**config.mk**
```make
export PLATFORM = sky130hd
export DESIGN_NAME = loc_top
export DESIGN_NICKNAME = d
export VERILOG_FILES = /design/src/loc_pkg.sv /design/src/loc_channel.sv /design/src/loc_top.sv
export VERILOG_INCLUDE_DIRS = /design/src
export SDC_FILE = /design/constraint.sdc
export NUM_CORES = 1
export LEC_CHECK = 0
export ABC_AREA = 1
export BUFFER_PORTS_ARGS = -buffer_cell sky130_fd_sc_hd__buf_4
export CAP_MARGIN = 0
export CORE_MARGIN = 2
export CORE_UTILIZATION = 45
export DETAILED_ROUTE_END_ITERATION = 6
export PLACE_DENSITY_LB_ADDON = 0.1
export SLEW_MARGIN = 20
export SYNTH_ARGS = -nofsm -noshare
export SYNTH_HDL_FRONTEND = slang
export SYNTH_SLANG_ARGS = --single-unit
```
**constraint.sdc**
```tcl
create_clock -name core_clk_i -period 2.7 [get_ports core_clk_i]
set_input_delay 0.135 -clock core_clk_i [delete_from_list [all_inputs] [get_ports core_clk_i]]
set_output_delay 0.135 -clock core_clk_i [all_outputs]
set_load 0.05 [all_outputs]
```
**src/loc_cfg.svh**
```systemverilog
// Constants for the logic output conditioner: offsets, fields, resets, timing
`ifndef LOC_CFG_SVH
`define LOC_CFG_SVH
`define LOC_CLK_HZ          100000000
`define LOC_TICK_MS         1
`define LOC_TICK_CYCLES     (`LOC_CLK_HZ / 1000 * `LOC_TICK_MS)
`define LOC_ON_DELAY_MAX    60000
`define LOC_HOLD_MAX        9999
`define LOC_OFS_CTRL        12'h000
`define LOC_OFS_STATUS      12'h004
`define LOC_OFS_CFG_BASE    12'h010
`define LOC_OFS_TIME_BASE   12'h020
`define LOC_CFG_ASSIGN_LSB  0
`define LOC_CFG_ASSIGN_W    4
`define LOC_CFG_NEG_BIT     8
`define LOC_TIME_ON_LSB     0
`define LOC_TIME_HOLD_LSB   16
`define LOC_RST_ASSIGN      4'h0
`define LOC_RST_TIME        16'h0000
`endif

```
**src/loc_pkg.sv**
```systemverilog
// Types for the logic output conditioner
package loc_pkg;
  typedef enum logic [3:0] {
    LOC_ASSIGN_NONE         = 4'h0,
    LOC_ASSIGN_NO_FAULT     = 4'h1,
    LOC_ASSIGN_BRAKE        = 4'h2,
    LOC_ASSIGN_LINE         = 4'h3,
    LOC_ASSIGN_DC_PRECHARGE = 4'h4,
    LOC_ASSIGN_RUNNING      = 4'h5,
    LOC_ASSIGN_AT_SPEED     = 4'h6,
    LOC_ASSIGN_USER         = 4'h7
  } loc_assign_t;

  function automatic logic loc_protected(input logic [3:0] a);
    return (a == LOC_ASSIGN_NO_FAULT) || (a == LOC_ASSIGN_BRAKE) ||
           (a == LOC_ASSIGN_LINE) || (a == LOC_ASSIGN_DC_PRECHARGE);
  endfunction : loc_protected
endpackage : loc_pkg

```
**src/loc_channel.sv**
```systemverilog
// One output channel: on-delay, holding time and polarity shaping
`timescale 1ns/1ps
`include "loc_cfg.svh"
module loc_channel
  import loc_pkg::*;
(
  input  wire logic        core_clk_i,
  input  wire logic        rst_i,
  input  wire logic        tick_i,
  input  wire logic        enable_i,
  input  wire logic        cond_i,
  input  wire logic        protect_i,
  input  wire logic        active_low_sense_i,
  input  wire logic [15:0] on_delay_i,
  input  wire logic [15:0] hold_time_i,
  output logic             state_o,
  output logic             pin_o
);
  logic [15:0] count;
  logic [15:0] on_eff;
  logic [15:0] hold_eff;
  logic        sense_low;

  assign on_eff    = protect_i ? 16'h0000 : on_delay_i;
  assign hold_eff  = protect_i ? 16'h0000 : hold_time_i;
  assign sense_low = protect_i ? 1'b0 : active_low_sense_i;

  always_ff @(posedge core_clk_i) begin
    if (rst_i || !enable_i) begin
      state_o <= 1'b0;
      count   <= 16'h0000;
    end else if (cond_i == state_o) begin
      count <= 16'h0000;
    end else if (cond_i && count >= on_eff) begin
      state_o <= 1'b1;
      count   <= 16'h0000;
    end else if (!cond_i && count >= hold_eff) begin
      state_o <= 1'b0;
      count   <= 16'h0000;
    end else if (tick_i) begin
      count <= count + 16'h0001;
    end
  end

  always_ff @(posedge core_clk_i) begin
    if (rst_i) begin
      pin_o <= 1'b0;
    end else begin
      pin_o <= enable_i & (state_o ^ sense_low);
    end
  end
endmodule : loc_channel

```
**src/loc_top.sv**
```systemverilog
// APB-controlled conditioner for logic outputs two to four
//
// Design decisions made here: the APB slave port and the register addresses.
`timescale 1ns/1ps
`include "loc_cfg.svh"
module loc_top
  import loc_pkg::*;
#(
  parameter int NUM_OUT    = 3,
  parameter int TICK_CYCLES = `LOC_TICK_CYCLES
) (
  input  wire logic                core_clk_i,
  input  wire logic                rst_i,
  input  wire logic                psel_i,
  input  wire logic                penable_i,
  input  wire logic                pwrite_i,
  input  wire logic [11:0]         paddr_i,
  input  wire logic [31:0]         pwdata_i,
  input  wire logic                card_fitted_i,
  input  wire logic [NUM_OUT-1:0]  cond_i,
  input  wire logic [NUM_OUT-1:0]  source_cond_i,
  output logic      [31:0]         prdata_o,
  output logic                     pready_o,
  output logic                     pslverr_o,
  output logic      [NUM_OUT-1:0]  out_pin_o
);
  if (NUM_OUT != 3 || TICK_CYCLES < 1) begin : g_bad_params
    $error("loc_top: unsupported parameters");
  end

  logic [3:0]         assign_sel [NUM_OUT];
  logic [NUM_OUT-1:0] active_low_sense;
  logic [15:0]        on_delay   [NUM_OUT];
  logic [15:0]        hold_time  [NUM_OUT];
  logic [NUM_OUT-1:0] state;
  logic [NUM_OUT-1:0] pin;
  logic [NUM_OUT-1:0] chan_en;
  logic [NUM_OUT-1:0] chan_cond;
  logic [31:0]        tick_cnt;
  logic               tick;
  logic               card_fitted;
  logic               wr_en;
  logic               setup;

  // Millisecond tick
  always_ff @(posedge core_clk_i) begin
    if (rst_i || tick_cnt == 32'(TICK_CYCLES - 1)) begin
      tick_cnt <= 32'h00000000;
    end else begin
      tick_cnt <= tick_cnt + 32'h00000001;
    end
  end

  always_ff @(posedge core_clk_i) begin
    if (rst_i) begin
      tick        <= 1'b0;
      card_fitted <= 1'b0;
    end else begin
      tick        <= (tick_cnt == 32'(TICK_CYCLES - 1));
      card_fitted <= card_fitted_i;
    end
  end

  // APB slave: one wait state, answer in the second access cycle
  assign setup = psel_i & penable_i & ~pready_o;
  assign wr_en = setup & pwrite_i;

  function automatic logic [1:0] chan_of(input logic [11:0] a, input logic [11:0] base);
    return 2'((a - base) >> 2);
  endfunction : chan_of

  function automatic logic in_bank(input logic [11:0] a, input logic [11:0] base);
    return (a >= base) && (a < base + 12'h00C) && (a[1:0] == 2'b00);
  endfunction : in_bank

  always_ff @(posedge core_clk_i) begin
    if (rst_i) begin
      pready_o  <= 1'b0;
      pslverr_o <= 1'b0;
      prdata_o  <= 32'h00000000;
    end else begin
      pready_o  <= setup;
      pslverr_o <= 1'b0;
      prdata_o  <= 32'h00000000;
      if (setup) begin
        if (paddr_i == `LOC_OFS_CTRL) begin
          prdata_o <= {31'h00000000, card_fitted};
        end else if (paddr_i == `LOC_OFS_STATUS) begin
          prdata_o <= {21'h000000, 1'(pin[2]), 1'(pin[1]), 1'(pin[0]), 5'h00, state};
        end else if (in_bank(paddr_i, `LOC_OFS_CFG_BASE)) begin
          prdata_o <= {23'h000000, active_low_sense[chan_of(paddr_i, `LOC_OFS_CFG_BASE)],
                       4'h0, assign_sel[chan_of(paddr_i, `LOC_OFS_CFG_BASE)]};
        end else if (in_bank(paddr_i, `LOC_OFS_TIME_BASE)) begin
          prdata_o <= {hold_time[chan_of(paddr_i, `LOC_OFS_TIME_BASE)],
                       on_delay[chan_of(paddr_i, `LOC_OFS_TIME_BASE)]};
        end else begin
          pslverr_o <= 1'b1;
        end
      end
    end
  end

  // Per-output configuration and channels
  for (genvar i = 0; i < NUM_OUT; i++) begin : g_out
    always_ff @(posedge core_clk_i) begin
      if (rst_i) begin
        assign_sel[i]       <= `LOC_RST_ASSIGN;
        active_low_sense[i] <= 1'b0;
      end else if (wr_en && in_bank(paddr_i, `LOC_OFS_CFG_BASE) &&
                   chan_of(paddr_i, `LOC_OFS_CFG_BASE) == 2'(i)) begin
        assign_sel[i] <= pwdata_i[`LOC_CFG_ASSIGN_LSB +: `LOC_CFG_ASSIGN_W];
        if (loc_protected(pwdata_i[`LOC_CFG_ASSIGN_LSB +: `LOC_CFG_ASSIGN_W])) begin
          active_low_sense[i] <= 1'b0;
        end else begin
          active_low_sense[i] <= pwdata_i[`LOC_CFG_NEG_BIT];
        end
      end
    end

    always_ff @(posedge core_clk_i) begin
      if (rst_i) begin
        on_delay[i]  <= `LOC_RST_TIME;
        hold_time[i] <= `LOC_RST_TIME;
      end else if (loc_protected(assign_sel[i])) begin
        on_delay[i]  <= 16'h0000;
        hold_time[i] <= 16'h0000;
      end else if (wr_en && in_bank(paddr_i, `LOC_OFS_TIME_BASE) &&
                   chan_of(paddr_i, `LOC_OFS_TIME_BASE) == 2'(i)) begin
        on_delay[i] <= (pwdata_i[15:0] > 16'(`LOC_ON_DELAY_MAX)) ?
                       16'(`LOC_ON_DELAY_MAX) : pwdata_i[15:0];
        hold_time[i] <= (pwdata_i[31:16] > 16'(`LOC_HOLD_MAX)) ?
                        16'(`LOC_HOLD_MAX) : pwdata_i[31:16];
      end
    end

    // Outputs three and four need the extension card
    assign chan_en[i]   = (i == 0) ? 1'b1 : card_fitted;
    assign chan_cond[i] = (assign_sel[i] == LOC_ASSIGN_NONE) ? 1'b0 :
                          (assign_sel[i] == LOC_ASSIGN_USER) ? source_cond_i[i] : cond_i[i];

    loc_channel loc_channel_inst (
      .core_clk_i         (core_clk_i),
      .rst_i              (rst_i),
      .tick_i             (tick),
      .enable_i           (chan_en[i]),
      .cond_i             (chan_cond[i]),
      .protect_i          (loc_protected(assign_sel[i])),
      .active_low_sense_i (active_low_sense[i]),
      .on_delay_i         (on_delay[i]),
      .hold_time_i        (hold_time[i]),
      .state_o            (state[i]),
      .pin_o              (pin[i])
    );
  end

  always_ff @(posedge core_clk_i) begin
    if (rst_i) begin
      out_pin_o <= '0;
    end else begin
      out_pin_o <= pin;
    end
  end
endmodule : loc_top

```
Word level (Yosys, flattened, before mapping)
Memory sizes are Yosys's and may differ from the RTL's. A register that Yosys moved wholly into a read port is not among the register bits.
Cells that the tools add are included.
Operators by class
  reductions and logical operators: 57
  order comparisons: 13
  bitwise operators: 29
  equality and inequality tests: 28
  mux-type cells: 78
  add/subtract/negate cells: 6
Operators by type and width (count)
  $mux W16: 20
  $ge A16 B16 Y1: 6
  $mux W1: 51
  $add A16 B1 Y16 const B: 3
  $mux W11: 3
  $add A32 B1 Y32 const B: 1
  $eq A32 B17 Y1 const B: 1
  $eq A4 B2 Y1 const B: 8
  $eq A4 B3 Y1 const B: 7
  $logic_and A1 B1 Y1: 18
  $eq A4 B1 Y1 const B: 4
  $gt A16 B14 Y1 const B: 1
  $gt A16 B16 Y1 const B: 1
  $reduce_or A4 Y1: 4
  $or A1 B1 Y1: 15
  $logic_or A1 B1 Y1: 14
  $eq A12 B3 Y1 const B: 1
  $ge A12 B5 Y1 const B: 1
  $ge A12 B6 Y1 const B: 1
  $logic_not A12 Y1: 1
  $logic_not A4 Y1: 3
  $lt A12 B5 Y1 const B: 1
  $lt A12 B6 Y1 const B: 1
  $mux W4: 3
  17 further kinds: 42
Storage, ports and cells
  logic and storage cells: 236
  bits in writable memories: 108
  output and inout port bits: 37
  register bits: 128
  bits of input ports: 56
  memories kept: 3
Memory list
  hold_time: depth 3, width 16, rd ports 4, clocked after memory_dff 1, write ports 3, RTL line loc_top.sv:34  | logic [15:0] hold_time [NUM_OUT];
  on_delay: depth 3, width 16, rd ports 4, clocked after memory_dff 0, write ports 3, RTL line loc_top.sv:33  | logic [15:0] on_delay [NUM_OUT];
  assign_sel: depth 3, width 4, rd ports 4, clocked after memory_dff 0, write ports 3, RTL line loc_top.sv:31  | logic [3:0] assign_sel [NUM_OUT];

Depth between registers and ports, before layout
Gate-level depths: netlist (run 1).
  depth after elaboration: 10
  mapped depth: 20
  gate-level depth less buffers: 18

Cells and area by module
Synthesis (run 1) repeated with hierarchy kept, for this count alone.
Unflattened totals
  cells, all modules: 1686
  area total of the unflattened synthesis: 13466.7 µm²
Modules (own cells, without submodules)
  loc_top: cells each 918, area each 8172.8 µm², times used 1, seq. area each 4724.5 µm²
  loc_channel at g_out[0].loc_channel_inst ...: cells each 256, area each 1762.9 µm², times used 2, seq. area each 360.3 µm²
  loc_channel at g_out[2].loc_channel_inst: cells each 256, area each 1767.9 µm², times used 1, seq. area each 360.3 µm²

Worst setup path before layout (run 1)
Ideal clock, no wire load.
  path type: register to register
  start: memory assign_sel[0][1]
  end: register g_out[0].loc_channel_inst.count[10]
  path buffers: 2
  stages on the path, launching flop included: 17
  clock period less this slack: 2.423 ns
  setup slack: 0.277 ns
  required time: 2.584 ns
  library setup time: 0.116 ns
  arrival time: 2.307 ns
  cell sequence: edfxtp_1 -> o21ai_0 -> nand2_1 -> inv_1 -> clkbuf_1 -> nand2_1 -> ha_1 -> nand2_1 -> inv_1 -> nand3_1 -> nor3_1 -> nand2_1 -> nand3_1 -> nand2_1 -> nand3_2 -> buf_2 -> nor2_1
RTL lines
  start, declared: RTL line loc_top.sv:31
  end signal, assigned: RTL line loc_channel.sv:41  | count <= count + 16'h0001;
  end, declared: RTL line loc_channel.sv:19  | logic [15:0] count;

==> impl_metrics.json, run 1 <==
{
  "clk_latency_ps": 550,
  "arrival_ps": 3050,
  "cpPeakStageDelay_ps": 460,
  "crit_family": "simple AND/OR/NAND/NOR gates",
  "die_w_microns": 175,
  "hold_start": "paddr_i[0]",
  "power_density_nw_per_um2": 527,
  "crit_fanout": 8,
  "crit_path_start_kind": "flip-flop",
  "ys_types": 48,
  "hpwl_microns": 28700,
  "htree_levels": 1,
  "fin_tns_setup_ps": 0,
  "irDropWorstVdd_v": 0.000360,
  "pin_count": 93,
  "grt_pass1_wl_microns": 60200,
  "path_class": "flip-flop to flip-flop",
  "antenna_left": 0,
  "p_seq_share_pct": 46.9,
  "synthToLayoutAreaGrowth_pct": 20.4,
  "cts_sinks": 236,
  "hold_viol": 0,
  "synth_top_cell_area_share_pct": 24.7,
  "fillers": 2755,
  "vias_per_cell": 5.29,
  "dr.pass1.iters": 5,
  "worstReg2RegStart": "assign_sel[2][1]$_SDFFCE_PN0P_",
  "combPwrFrac_pct": 8.6,
  "rrSetupSlack_ps": 80,
  "dp_slack_ps": 55.6,
  "cts_root_buf": "clkbuf_16",
  "wl_per_cell_microns": 18.1,
  "pwr-share-clk_pct": 44.5,
  "die_area_sq_um": 30600,
  "io_buffers": 92,
  "die_h_microns": 175,
  "async_reset_ff_share_pct": 0,
  "p_sw_mw": 2.03,
  "min_period_over_period_pct": 96.9,
  "finalSetupViolCount": 0,
  "crit_buf_inv": 4,
  "finalClockSkew_ps": 13.9,
  "synthTopCellsByArea": "edfxtp_1 (25%), dfxtp_1 (20%), nand2_1 (12%), ha_1 (9.5%), nor2_1 (7.4%)",
  "hp-class": "primary input to flip-flop",
  "synth_cells": 1632,
  "yosys_warnings": 0,
  "finalWorstSetupSlack_ps": 84.4,
  "setup.worst_path.end_class": "flip-flop",
  "final_common_cell": "nand2_1",
  "max_slew_margin_pct": 60.4,
  "crit_slowest_cell": "edfxtp_1",
  "holdPathStages": 4,
  "place_congestion": 0.894,
  "hold_end": "prdata_o[10]$_SDFF_PP0_",
  "grt_start_max_net_pins": 42,
  "fin_nets": 1934,
  "clk_pin_slew_ps": 60,
  "cts_buffers": 28,
  "cts_max_path_buffers": 3,
  "synth_top_cell_by_area": "edfxtp_1",
  "post-place-cells": 2094,
  "final_cell_mix": "nand2_1 (408), nor2_1 (255), inv_1 (148)",
  "worstPathCellList": "o21ai_1 > nand2_1 > inv_4 > clkbuf_16 > nand2_1 > ha_1 > nand2_1 > inv_1 > nand3_1 > nor3_1 > nand2_1 > nand3_1 > nand2_2 > nand3_4 > clkbuf_16 > nor2_1",
  "postLayoutCoreUtil_pct": 55.1,
  "design.core.area_sq_um": 28700,
  "synth-seq-cells": 236,
  "fin_cells": 2184,
  "antenna_found_initial": 0,
  "synth_edf_count": 108,
  "r2r-end": "g_out[2].loc_channel_inst.count[1]$_SDFFE_PP0P_",
  "switching_share_pct": 24.4,
  "via_count": 11500,
  "fin_crit_ps": 2620,
  "power.total_mw": 8.33,
  "critPathRequiredTime_ps": 3140,
  "remaining_drc_errors": 0,
  "antennaDiodeCount": 0,
  "ff2ff_path_depth": 16,
  "initial_core_util_pct": 45.8,
  "synth.avg_cell_area_sq_um": 8.05,
  "wl_microns": 39600,
  "grt.total_usage_pct": 25.4,
  "first_iter_violations": 980,
  "leakage_nw": 6.66,
  "ys.flop_type": "dfxtp_1",
  "cap_violations": 0,
  "grt-ovfl-total": 0,
  "cts_tree": "yes",
  "grt_pass1_vias": 10900,
  "drive_gt1_share_pct": 14.2,
  "p_int_mw": 6.30,
  "fmax_mhz": 382,
  "syn_area_sq_um": 13100,
  "path_common_cell": "nand2_1",
  "worst_pin_slew_ps": 588,
  "slew_violations": 0,
  "rows": 62,
  "yosysSeqAreaShare_pct": 44.2,
  "status": "finished clean"
}
[flip-flops by register name (all words and copies together), names as in the netlist, 12 cells and up]
name	cells
tick_cnt	32
assign_sel	12
on_delay	48
g_out.loc_channel_inst.count	48
prdata_o	32
hold_time	48
[metal layers]
metal  vias up  wire [microns]  track usage [%]
met3        43            3250             3.72
met5         -               0                0
li1       5674               -                -
met2       444           17500             39.7
met4         0             826             6.49
met1      5385           17900             36.8
[power groups by stage]
stage	combinational (mW)	sequential, mW	clock, mW
after global placement	0.629	3.98	0
final	0.719	3.90	3.71
after floorplan	0.377	3.94	0
after global routing	0.794	3.91	3.91
after detailed placement	0.636	3.98	0
after CTS	0.669	3.90	3.76
[how the worst max path moves through the flow]
stage / startpoint / endpoint / slack, ps / cells after the start
floorplan: assign_sel[0][1]$_SDFFCE_PN0P_ / g_out[0].loc_channel_inst.count[10]$_SDFFE_PP0P_ / 280 / 16
global placement: assign_sel[0][1]$_SDFFCE_PN0P_ / g_out[0].loc_channel_inst.count[12]$_SDFFE_PP0P_ / 90 / 15
detailed placement: assign_sel[0][1]$_SDFFCE_PN0P_ / g_out[0].loc_channel_inst.count[14]$_SDFFE_PP0P_ / 60 / 14
CTS: assign_sel[0][1]$_SDFFCE_PN0P_ / g_out[0].loc_channel_inst.count[0]$_SDFFE_PP0P_ / 60 / 14
global route: assign_sel[2][1]$_SDFFCE_PN0P_ / g_out[2].loc_channel_inst.count[2]$_SDFFE_PP0P_ / -30 / 15
finish: assign_sel[2][1]$_SDFFCE_PN0P_ / g_out[2].loc_channel_inst.count[1]$_SDFFE_PP0P_ / 80 / 16
[layout make-up]
type | count | area (sq um) | area share, %
Clock inverter | 8 | 45.0 | 0.285
Clock buffer | 44 | 873 | 5.52
Multi-Input combinational cell | 1201 | 6620 | 41.9
Timing Repair Buffer | 154 | 1390 | 8.80
Tap cell | 384 | 480 | 3.04
Sequential cell | 236 | 5810 | 36.7
Inverter | 157 | 592 | 3.74
[synth_stat cells (2+ instances only)]
master	number
a31oi_1	8
nor3b_2	2
or2_2	7
nand3_2	7
nand2_2	5
xnor2_1	17
nand4_1	31
o21ai_0	26
nand3_1	59
nand2_1	412
o22ai_1	3
mux2i_1	3
a21oi_1	99
ha_1	100
a22o_1	4
xor2_1	33
a22oi_1	20
o21a_1	2
buf_1	3
buf_4	6
nor3_2	18
buf_2	21
nor2_1	259
edfxtp_1	108
inv_1	152
o21bai_1	2
nor3_1	37
nor2_2	10
nor4_1	6
inv_2	5
a21o_1	4
dfxtp_1	128
clkbuf_1	14
nor3b_1	2
nor2_4	6
[metrics by stage]
stage | instance area [sq um] | hold WS [ps]
6_report | 15800 | 8.63
4_1_cts | 15600 | 2.71
3_5_place_dp | 14400 | 347
3_3_place_gp | 14400 | 341
5_1_grt | 15800 | 20.6
2_1_floorplan | 13200 | 242
[what timing repair did]
| item | in CTS | in global routing |
|---|---|---|
| buffers inserted | 0 | 6 |
| hold buffers | 26 | 0 |
| hold endpoints to repair | 73 | 0 |
| gates resized for setup | 0 | 25 |
| endpoints found under the setup margin | 0 | 49 |
[worst register-to-register path, cell delays in order (launching register included)]
cell,delay (ps)
edfxtp_1,460
o21ai_1,150
nand2_1,120
inv_4,130
clkbuf_16,180
nand2_1,60
ha_1,270
nand2_1,50
inv_1,60
nand3_1,110
nor3_1,250
nand2_1,90
nand3_1,170
nand2_2,100
nand3_4,120
clkbuf_16,160
nor2_1,40
[kinds of logic after synthesis]
logic type / Yosys count / share of synthesized area, %
and+or+nand+nor: 869 / 29.1
muxes: 3 / 0.229
other: 1 / 0.0286
xor gates and xnor gates: 50 / 3.33
buffers and inverters: 202 / 6.20
AOI/OAI and AO/OA: 171 / 7.33
adders and majority gates: 100 / 9.53
DFF: 236 / 44.2
No activity file was read; power rests on OpenSTA's default activity.
==> inputs of run 2 (changes only) <==
CELL_PAD_IN_SITES_DETAIL_PLACEMENT = 1   (was default)
CELL_PAD_IN_SITES_GLOBAL_PLACEMENT = 1   (was default)
CORE_ASPECT_RATIO = 1.75   (was default)
==> run 2 against run 1 <==
Against the previous run: sequential share of layout area rose by 0.25 points; worst hold slack improved by 16 ps; wire length rose by 12%; design area fell by 0.67%; register-to-register slack improved by 50 ps; first-iteration DRC count fell by 44%; setup slack improved by 52 ps; critical endpoint is now g_out[0].loc_channel_inst.count[0]$_SDFFE_PP0P_; largest cell class unchanged.
==> impl_metrics.json, run 2 (synthesized netlist as in run 1, its figures left out) <==
{
  "cts_tree": "yes",
  "route.met2.wl_microns": 23900,
  "irDropWorstVdd_v": 0.000417,
  "antenna_found_initial": 1,
  "grt.total_usage_pct": 27.7,
  "max_slew_margin_pct": 47.0,
  "leakage_nw": 6.60,
  "power_density_nw_per_um2": 502,
  "min_period_over_period_pct": 94.9,
  "met1Wirelength_microns": 16100,
  "final_area_sq_um": 15700,
  "route.met3.wl_microns": 1470,
  "clk_pin_slew_ps": 60,
  "crit_family": "simple AND/OR/NAND/NOR gates",
  "setup.worst_path.end_class": "flip-flop",
  "dr.pass1.iters": 5,
  "grt-ovfl-total": 0,
  "hp-class": "primary input to flip-flop",
  "status": "finished clean",
  "vias_per_cell": 5.44,
  "post-place-cells": 2081,
  "hold_viol": 0,
  "slew_violations": 0,
  "cts_max_path_buffers": 3,
  "largest_registers": "g_out.loc_channel_inst.count (48), hold_time (48), on_delay (48)",
  "first_iter_violations": 549,
  "fmax_mhz": 390,
  "hpwl_microns": 33200,
  "finalWorstSetupSlack_ps": 136,
  "fin_tns_setup_ps": 0,
  "io_buffers": 92,
  "crit_slowest_cell": "edfxtp_1",
  "dp_slack_ps": -146,
  "placed_area_sq_um": 14300,
  "fin_crit_ps": 2560,
  "initial_core_util_pct": 45.7,
  "final_common_cell": "nand2_1",
  "routed.top_layer": "met4",
  "die_h_microns": 230,
  "worstPathCellList": "o21ai_1 > nand2_1 > inv_2 > buf_12 > clkbuf_16 > nand2_1 > ha_1 > nand4_1 > nor3_2 > buf_4 > nand3_1 > nand3_1 > nand2_4 > nand3_4 > nor2_1",
  "finalClockSkew_ps": 11.2,
  "antennaDiodeCount": 0,
  "cts_buffers": 25,
  "place_congestion": 0.885,
  "via_count": 11800,
  "cts_sinks": 236,
  "finalSetupViolCount": 0,
  "cpPeakStageDelay_ps": 450,
  "htree_levels": 1,
  "fin_nets": 1934,
  "cts_root_buf": "clkbuf_16",
  "design.core.area_sq_um": 28700,
  "fin_cells": 2174,
  "antenna_left": 0,
  "cap_violations": 0,
  "final_cell_mix": "nand2_1 (404), nor2_1 (245), inv_1 (148)",
  "crit_path_start_kind": "flip-flop",
  "grt_pass1_vias": 12300,
  "critPathRequiredTime_ps": 3130,
  "die_area_sq_um": 30600,
  "postLayoutCoreUtil_pct": 54.7,
  "crit_fanout": 15,
  "worst_pin_slew_ps": 793,
  "wl_per_cell_microns": 20.4,
  "pin_count": 93,
  "grt_start_max_net_pins": 38,
  "path_class": "flip-flop to flip-flop",
  "crit_buf_inv": 4,
  "rows": 82,
  "clk_latency_ps": 540,
  "drive_gt1_share_pct": 14.6,
  "synthToLayoutAreaGrowth_pct": 19.6,
  "wl_microns": 44300,
  "remaining_drc_errors": 0,
  "arrival_ps": 2990,
  "grt_pass1_wl_microns": 65500,
  "die_w_microns": 133
}
-- run 2: changes by cell type in the layout (fill, tap and decap cells not counted), moves of 4 or more --
cell / previous run / this run
buf_12: 8 / 4
clkbuf_16: 34 / 30
clkbuf_8: 7 / 3
dlygate4sd3_1: 26 / 30
nand2_1: 408 / 404
nor2_1: 255 / 245
nor2_2: 13 / 22
-- run 2: layout make-up --
class                   instances  area, sq um
clock buffers                  37          703
clock inverters                 8         40.0
fillers                      3497        13000
inverters                     157          594
multi-input cells            1202         6710
flip-flops and latches        236         5810
well taps                     378          473
repair buffers                156         1380
-- run 2: worst register-to-register path, delay by kind of cell, from the launching register on --
| family | cells | cell delay (ps) |
|---|---|---|
| simple gates | 9 | 1020 |
| flops | 1 | 450 |
| fa+ha+maj | 1 | 280 |
| buf+inv | 4 | 540 |
| compound gates | 1 | 170 |
-- run 2: worst paths after layout --
check | end | cells after the start | slack, ps | start
setup / recovery | g_out[0].loc_channel_inst.count[0]$_SDFFE_PP0P_ | 15 | 140 | assign_sel[0][0]$_SDFFCE_PN0P_
hold / removal | on_delay[2][4]$_SDFFCE_PN0P_ | 3 | 20 | pwdata_i[4]
setup reg to reg | g_out[0].loc_channel_inst.count[0]$_SDFFE_PP0P_ | 15 | 140 | assign_sel[0][0]$_SDFFCE_PN0P_
hold reg to reg | out_pin_o[0]$_SDFF_PP0_ | 2 | 430 | g_out[0].loc_channel_inst.pin_o$_SDFF_PP0_
-- run 2: layer usage --
metal,global-route usage (%),vias up
li1,-,5668
met1,29.0,5783
met2,52.5,244
met3,3.51,126
met4,15.9,0
met5,0,-
-- run 2: what timing repair did --
action,in CTS,in global routing
cloned,0,8
pin swaps,0,11
hold buffers,30,0
gates resized for setup,5,43
setup endpoints to repair,35,50
buffers inserted,0,10
endpoints found under the hold margin,65,0
-- run 2: power by group --
part | internal, mW | leakage (nW) | switching, mW | total [mW]
sequential | 3.82 | 2.19 | 0.0749 | 3.90
clock | 1.80 | 0.369 | 1.44 | 3.24
combinational | 0.273 | 4.04 | 0.475 | 0.749
-- run 2: metrics by stage --
step / hold slack [ps] / power (mW)
floorplan: 242 / 4.31
global placement: 353 / 4.58
detailed placement: 353 / 4.61
CTS: 4.23 / 7.88
global route: 25.4 / 8.13
finish: 24.9 / 7.89
